### src/rtl/ucr_pkg.sv
// package of the upconverter control register block: addresses, reset words, field layouts, state types
// assumes a single 200 MHz mclk domain and a host that drives the serial control port pins
// Summary of operation
// - ram enable low keeps ram in lowest power unless serial port writes it
// - ram evaluation plus ram enable feeds iq samples from ram, not input port
// - mode 00 quadrature, 01 single tone, 1x interpolating dac
// - keying pin used only in manual keying with external keying bit set
// - inverse sinc off stops its clock and bypasses input to output
// - comb integrator clear bit holds that filter in asynchronous clear
// - nonzero internal profile field ignores profile pins and steps profiles itself
// - sine select bit picks cosine at 0, sine at 1
// - auto clear phase loads zeros into accumulator for one cycle per commit
// - phase clear bit holds phase accumulator in asynchronous clear
// - ramp timer reloads at one; with reload bit also on commit or profile change
// - keying enable stops keying clocks when 0; auto bit picks manual or automatic
// - three bits power down digital logic, dac and clock input sections
// - power down pin drops digital only, or everything when full mode bit set
// - auto power down enters low power after long transmit enable deassertion
// - serial data pin bidirectional at 0, input only with separate output at 1
// - serial port shifts msb first at 0, lsb first at 1
// - serial data port mode takes iq by dsp serial port with its bit order
// - early frame sync bit sets whether frame sync leads first bit by one
// - single tone profile enable allows direct amplitude modulation through profiles
// - internal commit bit makes a down counter commit and turns commit pin output
// - read of tuning word address returns stored word or active word per select bit
package ucr_pkg;

  localparam logic [4:0] ADDR_CONTROL_FUNCTION_WORD_ONE = 5'h00;
  localparam logic [4:0] ADDR_CONTROL_FUNCTION_WORD_TWO = 5'h01;
  localparam logic [4:0] ADDR_FTW = 5'h07;
  localparam logic [4:0] ADDR_RAM = 5'h16;

  localparam logic [31:0] CONTROL_FUNCTION_WORD_ONE_RESET = 32'h0000_0000;
  localparam logic [31:0] CONTROL_FUNCTION_WORD_TWO_RESET = 32'h0040_0820;

  localparam int INSTR_BITS = 8;
  localparam int WORD_BITS = 32;
  localparam int INSTR_READ_POS = 7;
  localparam logic [5:0] INSTR_LAST = 6'(INSTR_BITS - 1);
  localparam logic [5:0] WORD_LAST = 6'(WORD_BITS - 1);

  localparam int CLK_PERIOD_NS = 5;
  // least idle time before automatic power down, rounded up
  localparam int AUTO_PD_NS = 1000;
  localparam int AUTO_PD_CYCLES_I = (AUTO_PD_NS + CLK_PERIOD_NS - 1) / CLK_PERIOD_NS;
  // interval of the internal commit counter, rounded down
  localparam int IO_UPDATE_NS = 1000;
  localparam int IO_UPDATE_CYCLES_I = IO_UPDATE_NS / CLK_PERIOD_NS;
  localparam logic [7:0] AUTO_PD_CYCLES = 8'(AUTO_PD_CYCLES_I);
  localparam logic [7:0] IO_UPDATE_RELOAD = 8'(IO_UPDATE_CYCLES_I - 1);

  localparam int SYNC_PINS = 10;
  localparam logic [SYNC_PINS-1:0] PINS_RESET = 10'h200;

  typedef struct packed {
    logic ramEnable;
    logic [1:0] open30;
    logic ramEval;
    logic [1:0] open26;
    logic [1:0] opMode;
    logic keyExtCtl;
    logic invSincEn;
    logic combClear;
    logic [3:0] profileCtl;
    logic sineSel;
    logic [1:0] open14;
    logic autoClrPhase;
    logic open12;
    logic clrPhase;
    logic rampReloadOnCommit;
    logic keyEnable;
    logic keyAuto;
    logic digitalPd;
    logic dacPd;
    logic clkInPd;
    logic open4;
    logic extPdFull;
    logic autoPdEn;
    logic sdioInputOnly;
    logic lsbFirst;
  } ucr_control_function_word_one_t;

  typedef struct packed {
    logic serialPortMode;
    logic serialLsbFirst;
    logic earlyFrameSync;
    logic [3:0] open25;
    logic stProfileEn;
    logic internalCommit;
    logic ioSyncClkEn;
    logic [4:0] open17;
    logic readActiveFtw;
    logic [15:0] lower;
  } ucr_control_function_word_two_t;

  typedef struct packed {
    logic csN;
    logic sclk;
    logic sdio;
    logic ioUpd;
    logic extPd;
    logic txEn;
    logic keying;
    logic [2:0] profile;
  } ucr_pins_t;

  typedef struct packed {
    logic ramPowerDown;
    logic ramDrivesIq;
    logic modeQuad;
    logic modeSingleTone;
    logic modeInterpDac;
    logic keyingPinUsed;
    logic keyingManualOn;
    logic keyingClockEnable;
    logic keyingAutoMode;
    logic invSincClockEnable;
    logic invSincBypass;
    logic combClear;
    logic profileLoop;
    logic [2:0] profileSel;
    logic profileChange;
    logic sineSelect;
    logic phaseLoadZero;
    logic phaseClear;
    logic rampReload;
    logic digitalPd;
    logic dacDigitalPd;
    logic dacAnalogPd;
    logic clockInputPd;
    logic serialPortMode;
    logic serialLsbFirst;
    logic earlyFrameSync;
    logic stAmplitudeEnable;
    logic commitPulse;
  } ucr_ctrl_t;

  localparam ucr_ctrl_t CTRL_RESET = '{ramPowerDown: 1'b1, modeQuad: 1'b1, invSincBypass: 1'b1, default: '0};

  typedef enum logic [1:0] {SP_IDLE, SP_INSTR, SP_DATA, SP_DONE} ucr_phase_t;

  typedef struct packed {
    ucr_control_function_word_one_t control_function_word_one;
    ucr_control_function_word_two_t control_function_word_two;
    ucr_control_function_word_one_t cfr1Pend;
    ucr_control_function_word_two_t cfr2Pend;
    ucr_phase_t phase;
    logic [5:0] bitCnt;
    logic [31:0] shift;
    logic [31:0] rdWord;
    logic isRead;
    logic [4:0] addr;
    logic ramWrite;
    logic sclkPrev;
    logic ioUpdPrev;
    logic [7:0] ioCnt;
    logic [7:0] idleCnt;
    logic sdioOut;
    logic sdioOe;
    logic sdoOut;
    logic sdoOe;
    logic ioUpdOut;
    logic ioUpdOe;
    ucr_ctrl_t ctrl;
  } ucr_state_t;

  localparam ucr_state_t STATE_RESET = '{control_function_word_one: CONTROL_FUNCTION_WORD_ONE_RESET, control_function_word_two: CONTROL_FUNCTION_WORD_TWO_RESET, cfr1Pend: CONTROL_FUNCTION_WORD_ONE_RESET,
                                         cfr2Pend: CONTROL_FUNCTION_WORD_TWO_RESET, phase: SP_IDLE, ctrl: CTRL_RESET, default: '0};

  typedef struct packed {
    logic [SYNC_PINS-1:0] s1;
    logic [SYNC_PINS-1:0] s2;
    logic [SYNC_PINS-1:0] s3;
    logic [SYNC_PINS-1:0] filt;
  } ucr_sync_t;

  localparam ucr_sync_t SYNC_RESET = '{s1: PINS_RESET, s2: PINS_RESET, s3: PINS_RESET, filt: PINS_RESET};

endpackage : ucr_pkg

### src/rtl/ucr_control_regs.sv
// control word registers of the upconverter with their serial control port and decoded controls
// assumes same-clock datapath inputs for tuning words and ramp timer; all pins pass the synchroniser
`timescale 1ns/1ps
module ucr_control_regs
  import ucr_pkg::*;
(
  input wire logic mclk,
  input wire logic rst_n,
  input wire logic csPinN,
  input wire logic sclkPin,
  input wire logic sdioIn,
  output logic sdioOut,
  output logic sdioOe,
  output logic sdoOut,
  output logic sdoOe,
  input wire logic ioUpdateIn,
  output logic ioUpdateOut,
  output logic ioUpdateOe,
  input wire logic externalPowerDownPin,
  input wire logic txEnablePin,
  input wire logic keyingPin,
  input wire logic [2:0] profilePins,
  input wire logic rampTimerAtOne,
  input wire logic [31:0] ftwStored,
  input wire logic [31:0] ftwActive,
  output ucr_ctrl_t ctrl
);

  ucr_state_t state_q;
  ucr_state_t state_d;
  ucr_pins_t pinsRaw;
  ucr_pins_t pinsSync;

  assign pinsRaw = '{csN: csPinN, sclk: sclkPin, sdio: sdioIn, ioUpd: ioUpdateIn, extPd: externalPowerDownPin,
                     txEn: txEnablePin, keying: keyingPin, profile: profilePins};

  ucr_pin_sync u_sync (
    .mclk(mclk),
    .rst_n(rst_n),
    .pinIn(pinsRaw),
    .pinOut(pinsSync)
  );

  function automatic logic [31:0] shiftIn(input logic [31:0] w, input logic b, input logic lsb);
    shiftIn = lsb ? {b, w[31:1]} : {w[30:0], b};
  endfunction : shiftIn

  function automatic logic [7:0] instrOf(input logic [31:0] w, input logic lsb);
    instrOf = lsb ? w[31:24] : w[7:0];
  endfunction : instrOf

  function automatic logic [31:0] readWord(input logic [4:0] a, input ucr_control_function_word_one_t c1, input ucr_control_function_word_two_t c2,
                                           input logic [31:0] ftwS, input logic [31:0] ftwA);
    case (a)
      ADDR_CONTROL_FUNCTION_WORD_ONE: readWord = c1;
      ADDR_CONTROL_FUNCTION_WORD_TWO: readWord = c2;
      ADDR_FTW: readWord = c2.readActiveFtw ? ftwA : ftwS;
      default: readWord = 32'h0000_0000;
    endcase
  endfunction : readWord

  logic sclkRise;
  logic sclkFall;
  logic lsb;
  logic [31:0] newShift;
  logic [7:0] instr;
  logic extCommit;
  logic intCommit;
  logic commit;
  logic extPd;
  logic autoPd;
  logic [2:0] profNext;
  ucr_control_function_word_one_t c1;
  ucr_control_function_word_two_t c2;

  always_comb begin
    state_d = state_q;
    c1 = state_q.control_function_word_one;
    c2 = state_q.control_function_word_two;
    sclkRise = pinsSync.sclk & ~state_q.sclkPrev;
    sclkFall = ~pinsSync.sclk & state_q.sclkPrev;
    lsb = c1.lsbFirst;
    newShift = shiftIn(state_q.shift, pinsSync.sdio, lsb);
    instr = instrOf(newShift, lsb);
    state_d.sclkPrev = pinsSync.sclk;
    state_d.ioUpdPrev = pinsSync.ioUpd;

    // serial control port
    if (pinsSync.csN) begin
      state_d.phase = SP_IDLE;
      state_d.bitCnt = 6'h00;
      state_d.ramWrite = 1'b0;
      state_d.sdioOe = 1'b0;
      state_d.sdoOe = 1'b0;
    end else begin
      case (state_q.phase)
        SP_IDLE: begin
          state_d.phase = SP_INSTR;
          state_d.bitCnt = 6'h00;
        end
        SP_INSTR: begin
          if (sclkRise) begin
            state_d.shift = newShift;
            if (state_q.bitCnt == INSTR_LAST) begin
              state_d.isRead = instr[INSTR_READ_POS];
              state_d.addr = instr[4:0];
              state_d.bitCnt = 6'h00;
              state_d.phase = SP_DATA;
              state_d.rdWord = readWord(instr[4:0], c1, c2, ftwStored, ftwActive);
              state_d.ramWrite = ~instr[INSTR_READ_POS] & (instr[4:0] == ADDR_RAM);
            end else begin
              state_d.bitCnt = state_q.bitCnt + 6'h01;
            end
          end
        end
        SP_DATA: begin
          if (state_q.isRead) begin
            if (sclkFall) begin
              state_d.sdioOut = lsb ? state_q.rdWord[0] : state_q.rdWord[31];
              state_d.sdoOut = state_d.sdioOut;
              state_d.rdWord = lsb ? {1'b0, state_q.rdWord[31:1]} : {state_q.rdWord[30:0], 1'b0};
              state_d.sdioOe = ~c1.sdioInputOnly;
              state_d.sdoOe = c1.sdioInputOnly;
            end
            if (sclkRise) begin
              state_d.bitCnt = state_q.bitCnt + 6'h01;
              if (state_q.bitCnt == WORD_LAST) begin
                state_d.phase = SP_DONE;
              end
            end
          end else if (sclkRise) begin
            state_d.shift = newShift;
            state_d.bitCnt = state_q.bitCnt + 6'h01;
            if (state_q.bitCnt == WORD_LAST) begin
              state_d.bitCnt = 6'h00;
              if (state_q.addr == ADDR_CONTROL_FUNCTION_WORD_ONE) begin
                state_d.cfr1Pend = newShift;
              end
              if (state_q.addr == ADDR_CONTROL_FUNCTION_WORD_TWO) begin
                state_d.cfr2Pend = newShift;
              end
              // ram data streams word after word until chip select rises
              if (state_q.addr != ADDR_RAM) begin
                state_d.phase = SP_DONE;
              end
            end
          end
        end
        SP_DONE: begin
          if (sclkFall) begin
            state_d.sdioOe = 1'b0;
            state_d.sdoOe = 1'b0;
          end
        end
        default: begin
          state_d.phase = SP_IDLE;
        end
      endcase
    end

    // register commit, external pin edge or internal down counter
    extCommit = ~c2.internalCommit & pinsSync.ioUpd & ~state_q.ioUpdPrev;
    intCommit = c2.internalCommit & (state_q.ioCnt == 8'h00);
    if (c2.internalCommit && state_q.ioCnt != 8'h00) begin
      state_d.ioCnt = state_q.ioCnt - 8'h01;
    end else begin
      state_d.ioCnt = IO_UPDATE_RELOAD;
    end
    commit = extCommit | intCommit;
    state_d.ioUpdOut = intCommit;
    state_d.ioUpdOe = c2.internalCommit;
    if (commit) begin
      state_d.control_function_word_one = state_d.cfr1Pend;
      state_d.control_function_word_two = state_d.cfr2Pend;
    end

    // automatic power down after a long idle transmit enable
    if (c1.autoPdEn && !pinsSync.txEn) begin
      if (state_q.idleCnt != AUTO_PD_CYCLES) begin
        state_d.idleCnt = state_q.idleCnt + 8'h01;
      end
    end else begin
      state_d.idleCnt = 8'h00;
    end
    autoPd = c1.autoPdEn & (state_q.idleCnt == AUTO_PD_CYCLES);
    extPd = pinsSync.extPd;

    // profile selection
    state_d.ctrl.profileLoop = |c1.profileCtl;
    if (|c1.profileCtl) begin
      profNext = commit ? state_q.ctrl.profileSel + 3'h1 : state_q.ctrl.profileSel;
    end else begin
      profNext = pinsSync.profile;
    end
    state_d.ctrl.profileSel = profNext;
    state_d.ctrl.profileChange = profNext != state_q.ctrl.profileSel;

    // decoded controls
    state_d.ctrl.ramPowerDown = ~c1.ramEnable & ~state_d.ramWrite;
    state_d.ctrl.ramDrivesIq = c1.ramEnable & c1.ramEval;
    state_d.ctrl.modeQuad = c1.opMode == 2'h0;
    state_d.ctrl.modeSingleTone = c1.opMode == 2'h1;
    state_d.ctrl.modeInterpDac = c1.opMode[1];
    state_d.ctrl.keyingPinUsed = c1.keyEnable & ~c1.keyAuto & c1.keyExtCtl;
    state_d.ctrl.keyingManualOn = c1.keyEnable & ~c1.keyAuto & (~c1.keyExtCtl | pinsSync.keying);
    state_d.ctrl.keyingClockEnable = c1.keyEnable;
    state_d.ctrl.keyingAutoMode = c1.keyEnable & c1.keyAuto;
    state_d.ctrl.invSincClockEnable = c1.invSincEn;
    state_d.ctrl.invSincBypass = ~c1.invSincEn;
    state_d.ctrl.combClear = c1.combClear;
    state_d.ctrl.sineSelect = c1.sineSel;
    state_d.ctrl.phaseLoadZero = commit & c1.autoClrPhase;
    state_d.ctrl.phaseClear = c1.clrPhase;
    state_d.ctrl.rampReload = rampTimerAtOne | (c1.rampReloadOnCommit & (commit | state_d.ctrl.profileChange));
    state_d.ctrl.digitalPd = c1.digitalPd | extPd | autoPd;
    state_d.ctrl.dacDigitalPd = c1.dacPd | extPd | autoPd;
    state_d.ctrl.dacAnalogPd = c1.dacPd | (extPd & c1.extPdFull);
    state_d.ctrl.clockInputPd = c1.clkInPd | (extPd & c1.extPdFull);
    state_d.ctrl.serialPortMode = c2.serialPortMode;
    state_d.ctrl.serialLsbFirst = c2.serialPortMode & c2.serialLsbFirst;
    state_d.ctrl.earlyFrameSync = c2.serialPortMode & c2.earlyFrameSync;
    state_d.ctrl.stAmplitudeEnable = c2.stProfileEn;
    state_d.ctrl.commitPulse = commit;
  end

  always_ff @(posedge mclk or negedge rst_n) begin
    if (!rst_n) begin
      state_q <= STATE_RESET;
    end else begin
      state_q <= state_d;
    end
  end

  assign sdioOut = state_q.sdioOut;
  assign sdioOe = state_q.sdioOe;
  assign sdoOut = state_q.sdoOut;
  assign sdoOe = state_q.sdoOe;
  assign ioUpdateOut = state_q.ioUpdOut;
  assign ioUpdateOe = state_q.ioUpdOe;
  assign ctrl = state_q.ctrl;

endmodule : ucr_control_regs

### src/rtl/ucr_pin_sync.sv
// three-stage synchroniser with agreement filter for the asynchronous pins
// assumes pins are quasi static relative to a 5 ns mclk
`timescale 1ns/1ps
module ucr_pin_sync
  import ucr_pkg::*;
(
  input wire logic mclk,
  input wire logic rst_n,
  input wire logic [SYNC_PINS-1:0] pinIn,
  output logic [SYNC_PINS-1:0] pinOut
);

  ucr_sync_t sync_q;
  ucr_sync_t sync_d;

  always_comb begin
    sync_d = sync_q;
    sync_d.s1 = pinIn;
    sync_d.s2 = sync_q.s1;
    sync_d.s3 = sync_q.s2;
    // a change counts once stage two and three agree
    for (int i = 0; i < SYNC_PINS; i++) begin
      if (sync_q.s2[i] == sync_q.s3[i]) begin
        sync_d.filt[i] = sync_q.s3[i];
      end
    end
  end

  always_ff @(posedge mclk or negedge rst_n) begin
    if (!rst_n) begin
      sync_q <= SYNC_RESET;
    end else begin
      sync_q <= sync_d;
    end
  end

  assign pinOut = sync_q.filt;

endmodule : ucr_pin_sync

### config.mk
export PLATFORM = sky130hd
export DESIGN_NAME = ucr_control_regs
export DESIGN_NICKNAME = d
export VERILOG_FILES = /design/src/rtl/ucr_pkg.sv /design/src/rtl/ucr_control_regs.sv /design/src/rtl/ucr_pin_sync.sv
export SDC_FILE = /design/constraint.sdc
export NUM_CORES = 1
export LEC_CHECK = 0
export ABC_AREA = 0
export BUFFER_PORTS_ARGS = -buffer_cell sky130_fd_sc_hd__clkbuf_2
export CAP_MARGIN = 30
export CELL_PAD_IN_SITES_DETAIL_PLACEMENT = 1
export CELL_PAD_IN_SITES_GLOBAL_PLACEMENT = 2
export CORE_MARGIN = 2
export CORE_UTILIZATION = 43
export DETAILED_ROUTE_END_ITERATION = 6
export HOLD_SLACK_MARGIN = 0.15
export PLACE_DENSITY = 0.91
export SETUP_SLACK_MARGIN = 0.3
export SKIP_LAST_GASP = 1
export SLEW_MARGIN = 20
export SYNTH_ARGS = -nofsm -noshare
export SYNTH_HDL_FRONTEND = slang
export SYNTH_SLANG_ARGS = --single-unit
export TNS_END_PERCENT = 20
### constraint.sdc
create_clock -name mclk -period 6.1 [get_ports mclk]
set_input_delay 0.305 -clock mclk [delete_from_list [all_inputs] [get_ports mclk]]
set_output_delay 0.305 -clock mclk [all_outputs]
set_load 0.05 [all_outputs]
== Word-level counts from Yosys, hierarchy flattened ==
Index checks and enable logic that the tools add are counted.
Word-level totals
  flip-flop bits (word level): 300
  output and inout port bits: 36
  word-level logic and storage cells: 271
Operators by class
  add/subtract/negate cells: 4
  eq/ne operators: 39
  muxes and demuxes: 41
  bitwise operators: 40
  reduce and logical (&&, ||, !) cells: 20
Operator list (number)
  $mux W32: 8
  $mux W64: 3
  $pmux W64 S2: 1
  $mux W104: 1
  $pmux W32 S3: 1
  $mux W79: 1
  $mux W72: 1
  $mux W8: 7
  $mux W39: 1
  $pmux W8 S3: 1
  $ne A3 B2 Y1 const B: 7
  $and A1 B1 Y1: 18
  $mux W3: 4
  $ne A2 B2 Y1 const B: 6
  $not A1 Y1: 12
  $reduce_and A4 Y1: 3
  $reduce_and A6 Y1: 2
  $eq A1 B1 Y1: 10
  $eq A5 B1 Y1 const B: 2
  $logic_not A5 Y1: 2
  $or A1 B1 Y1: 10
  $add A8 B1 Y8 const B: 1
  $eq A8 B8 Y1 const B: 1
  $logic_not A8 Y1: 1
  other kinds (28): 40

== Logic depth before layout (Yosys ltp) ==
  depth in word-level cells: 10
  mapped depth: 10
  mapped depth without buffers: 9

== Modules after synthesis ==
From an unflattened synthesis, not the netlist that was laid out.
Unflattened totals
  cell total of the unflattened synthesis: 1103
  area, all modules: 13678.1 um^2
By module, submodules not included
  ucr_control_regs: instances 1, cells an instance 1043, area an instance 12484.5 um^2, sequential area each 6517.5 um^2
  ucr_pin_sync: instances 1, cells an instance 60, area an instance 1193.6 um^2, sequential area each 1006.0 um^2

== Worst setup path before layout ==
OpenSTA, ideal clock, no wires.
  kind: flip-flop to flip-flop
  start point: reg state_q[131] in the netlist's numbering
  end point: reg state_q, in the netlist c2[10]
  library setup time: 0.130 ns
  arrival time: 2.215 ns
  path slack: 3.754 ns
  stages on the path, launching flop included: 9
  path buffers: 2
  clock period less this slack: 2.346 ns
  path through: dfrtp_1 inv_1 ha_1 buf_2 or4b_4 nor4_4 buf_4 mux2i_1 o21ai_1
On the way
  cells in the longest elaborated chain, start to end: 3
RTL lines
  from (decl): RTL line ucr_control_regs.sv:29  | ucr_state_t state_q;
  from (signal assigned): RTL line ucr_control_regs.sv:230  | state_q <= state_d;
  $eq A2 B2 Y1: RTL line ucr_control_regs.sv:96  | case (state_q.phase)
  $mux W64: RTL line ucr_control_regs.sv:96
  $mux W64: RTL line ucr_control_regs.sv:89  | if (pinsSync.csN) begin
No other way between the ends.
A chain may end at the register's enable or synchronous reset.

== Worst setup path in the final report ==
  start point: reg state_q[131] in the netlist's numbering
  end point: reg state_q, in the netlist c2[0]
The elaborated chain is that of the path after synthesis.

==> impl_metrics.env <==
export IMPL_routabilityCongestion=0.798
export IMPL_arrival_ns=3.80
export IMPL_hold_viol_final=0
export IMPL_path_max_fanout=46
export IMPL_slew_headroom=0.326
export IMPL_whs_endpoint="state_q[92]"
export IMPL_cap_viol_max_count=0
export IMPL_synth_simple_area_share=0.112
export IMPL_cts_sinks=300
export IMPL_r2r_start="state_q[131]"
export IMPL_async_reset_ff_frac=1.00
export IMPL_ys_types=57
export IMPL_crit_path_start_kind="flop"
export IMPL_cts_max_level=2
export IMPL_irDropWorstVdd_v=0.000184
export IMPL_postRouteAntennaNets=0
export IMPL_first_iter_violations=500
export IMPL_synth_net_count=1387
export IMPL_drv_slew=0
export IMPL_p_leak_nw=7.58
export IMPL_wirelength_um=34600
export IMPL_rows=65
export IMPL_port_buffers=112
export IMPL_setup_tns_ns=0
export IMPL_cts_max_path_buffers=3
export IMPL_ys_seq_elements=300
export IMPL_wire_per_inst_um=19.2
export IMPL_num_antenna_cells=0
export IMPL_fp_dieH_um=183
export IMPL_yosysWarnings=0
export IMPL_clock_skew_ns=0.0148
export IMPL_grt_first_pass_wirelength_um=55600
export IMPL_synth_top_family_by_area="multiplexers"
export IMPL_power_density_nw_per_um2=322
export IMPL_detail_route_first_pass_iterations=4
export IMPL_yosysTopAreaCell="dfrtp_1"
export IMPL_antenna_found_initial=0
export IMPL_dieArea_sq_um=33600
export IMPL_hold_depth=5
export IMPL_dieWidth_um=183
export IMPL_reg2reg_slack_ns=2.68
export IMPL_area_delta_synth_final_pct=15.2
export IMPL_via_per_inst=5.38
export IMPL_initial_core_util=0.437
export IMPL_synth_ff_type="dfrtp_1"
export IMPL_hp_class="in -> reg"
export IMPL_track_usage=0.207
export IMPL_cts_tree="built"
export IMPL_num_vias=9695
export IMPL_grt_max_degree=172
export IMPL_final_area_sq_um=15900
export IMPL_synth_compound_area_frac=0.0990
export IMPL_grt_overflow_total=0
export IMPL_cts_setup_buffers=0
export IMPL_yosys_top_cells_area="dfrtp_1, mux2i_1, nand2_1"
export IMPL_synth_fa_ha_area_frac=0.0163
export IMPL_grt_pass1_vias=10300
export IMPL_nFillCells=3396
export IMPL_crit_type="reg -> reg"
export IMPL_layout_common_cells="dfrtp_1, nand2_1, mux2i_1"
export IMPL_synth_xor_area_frac=0.0108
export IMPL_yosysTopAreaCellShare=0.519
export IMPL_final_min_clock_period_ns=3.42
export IMPL_route_detailed_drc=0
export IMPL_synth_edf_count=0
export IMPL_end_kind="flop"
export IMPL_max_freq_mhz=292
export IMPL_required_ns=6.48
export IMPL_hold_start="ftwStored[31]"
export IMPL_r2r_end="c2[0]"
export IMPL_placed_cell_area_sq_um=14600
export IMPL_fin_crit_sh=0.561
export IMPL_syn_avg_cell_area_sq_um=10.6
export IMPL_worst_pin_slew_ns=1.01
export IMPL_synthMuxAreaShare=0.156
export IMPL_root_buffer="clkbuf_16"
export IMPL_rsz0062_at_grt="no"
export IMPL_final_common_cell="dfrtp_1"
export IMPL_cts_clk_slew_worst_paths_ns=0.06
export IMPL_post_route_cells_drive_above_1_share=0.193
export IMPL_status="completed"
export IMPL_clkLatencyLatePin_ns=0.52
export IMPL_hpwl_um=22600
export IMPL_layout_nets=1462
export IMPL_core_area_sq_um=31600
export IMPL_cts_buffers_inserted=35
export IMPL_synthCells=1300
export IMPL_setup_viol=0
export IMPL_ioPinCount=113
export IMPL_yosysSeqAreaShare=0.544
export IMPL_syn_cell_area_sq_um=13800
export IMPL_reg2regPathDepth=8
[layer usage]
layer / wire length [um] / part of all wire / up-vias / GRT usage
li1: - / - / 4583 / -
met1: 16300 / 0.47 / 4890 / 0.288
met2: 16500 / 0.48 / 177 / 0.344
met3: 1220 / 0.035 / 45 / 0.0294
met4: 637 / 0.018 / 0 / 0.0496
met5: 0 / 0 / - / 0
[Yosys cell counts (4+ instances only)]
| cell | count |
|---|---|
| dfrtp_1 | 287 |
| nand2_1 | 194 |
| mux2i_1 | 155 |
| inv_1 | 82 |
| nor2_1 | 66 |
| o21ai_1 | 57 |
| clkbuf_1 | 56 |
| mux2_2 | 54 |
| a31oi_1 | 38 |
| buf_4 | 34 |
| o22ai_1 | 33 |
| o31ai_1 | 33 |
| o21ai_0 | 22 |
| a21oi_1 | 16 |
| dfstp_2 | 13 |
| nand2b_1 | 12 |
| and2_1 | 11 |
| buf_2 | 11 |
| ha_1 | 10 |
| maj3_1 | 10 |
| xnor2_1 | 9 |
| a21o_1 | 8 |
| nand3_1 | 8 |
| xor2_1 | 8 |
| nor2b_1 | 6 |
| nor3_1 | 6 |
| buf_1 | 5 |
| nor3b_1 | 5 |
| o21a_1 | 5 |
| nor4_1 | 4 |
[power by group]
group          internal [mW]  switching [mW]
sequential              2.14           0.124
combinational          0.285           0.458
clock                   1.27           0.852
total                   3.69            1.43
[critical path: stages (launching register included)]
cell     delay, ns
dfrtp_1       0.41
inv_1         0.10
ha_1          0.15
buf_4         0.44
or4b_4        0.55
nor4_4        0.64
buf_4         0.51
mux2i_1       0.35
o21ai_1       0.12
[flip-flops by register name, indices dropped and copies added, names as in the netlist]
name	count
ctrl	30
u_sync.pinOut	10
c2	32
c1	31
state_q	161
u_sync.sync_q	10
sdioOe	1
u_sync.sync_d	20
sdoOut	1
ioUpdateOe	1
lsb	1
ioUpdateOut	1
sdoOe	1
[worst max-delay path by stage]
stage	slack (ns)	end	from	depth (start not counted)
floorplan	3.75	c2[10]	state_q[131]	8
global placement	2.47	c2[9]	state_q[131]	8
detailed placement	2.76	c2[8]	state_q[131]	8
CTS	2.69	c2[14]	state_q[131]	8
global route	2.51	c2[0]	state_q[131]	8
finish	2.68	c2[0]	state_q[131]	8
[timing repair]
item                      CTS  global route
hold buffers               12             0
resized for setup           0             0
hold endpoints to repair  131             0
[logic make-up after synthesis]
group                    Yosys count
AND/OR/NAND/NOR                  341
multiplexers                     209
buffers and inverters            189
flip-flops                       300
adder cells (fa/ha/maj)           20
AO/OA/AOI/OAI                    224
XOR/XNOR                          17
[cell type report]
cell class	instances	area, sq um	share of cell area
inverters	83	312	0.0195
clock buffers	53	1030	0.0648
flip-flops and latches	300	7530	0.472
well taps	402	503	0.0316
multi-input cells	811	5530	0.347
repair buffers	144	895	0.0561
clock inverters	9	139	0.00871
[metrics by stage]
stage	hold WS, ns	util	instances	power (mW)	setup WS, ns
floorplan	0.00941	-	1300	2.78	3.75
global placement	0.333	0.461	1724	3.00	2.47
detailed placement	0.337	0.462	1726	3.04	2.76
CTS	0.260	0.503	1800	5.17	2.69
global route	0.301	0.504	1802	5.35	2.51
finish	0.253	0.504	1802	5.13	2.68
(Power assumes the default switching activity.)
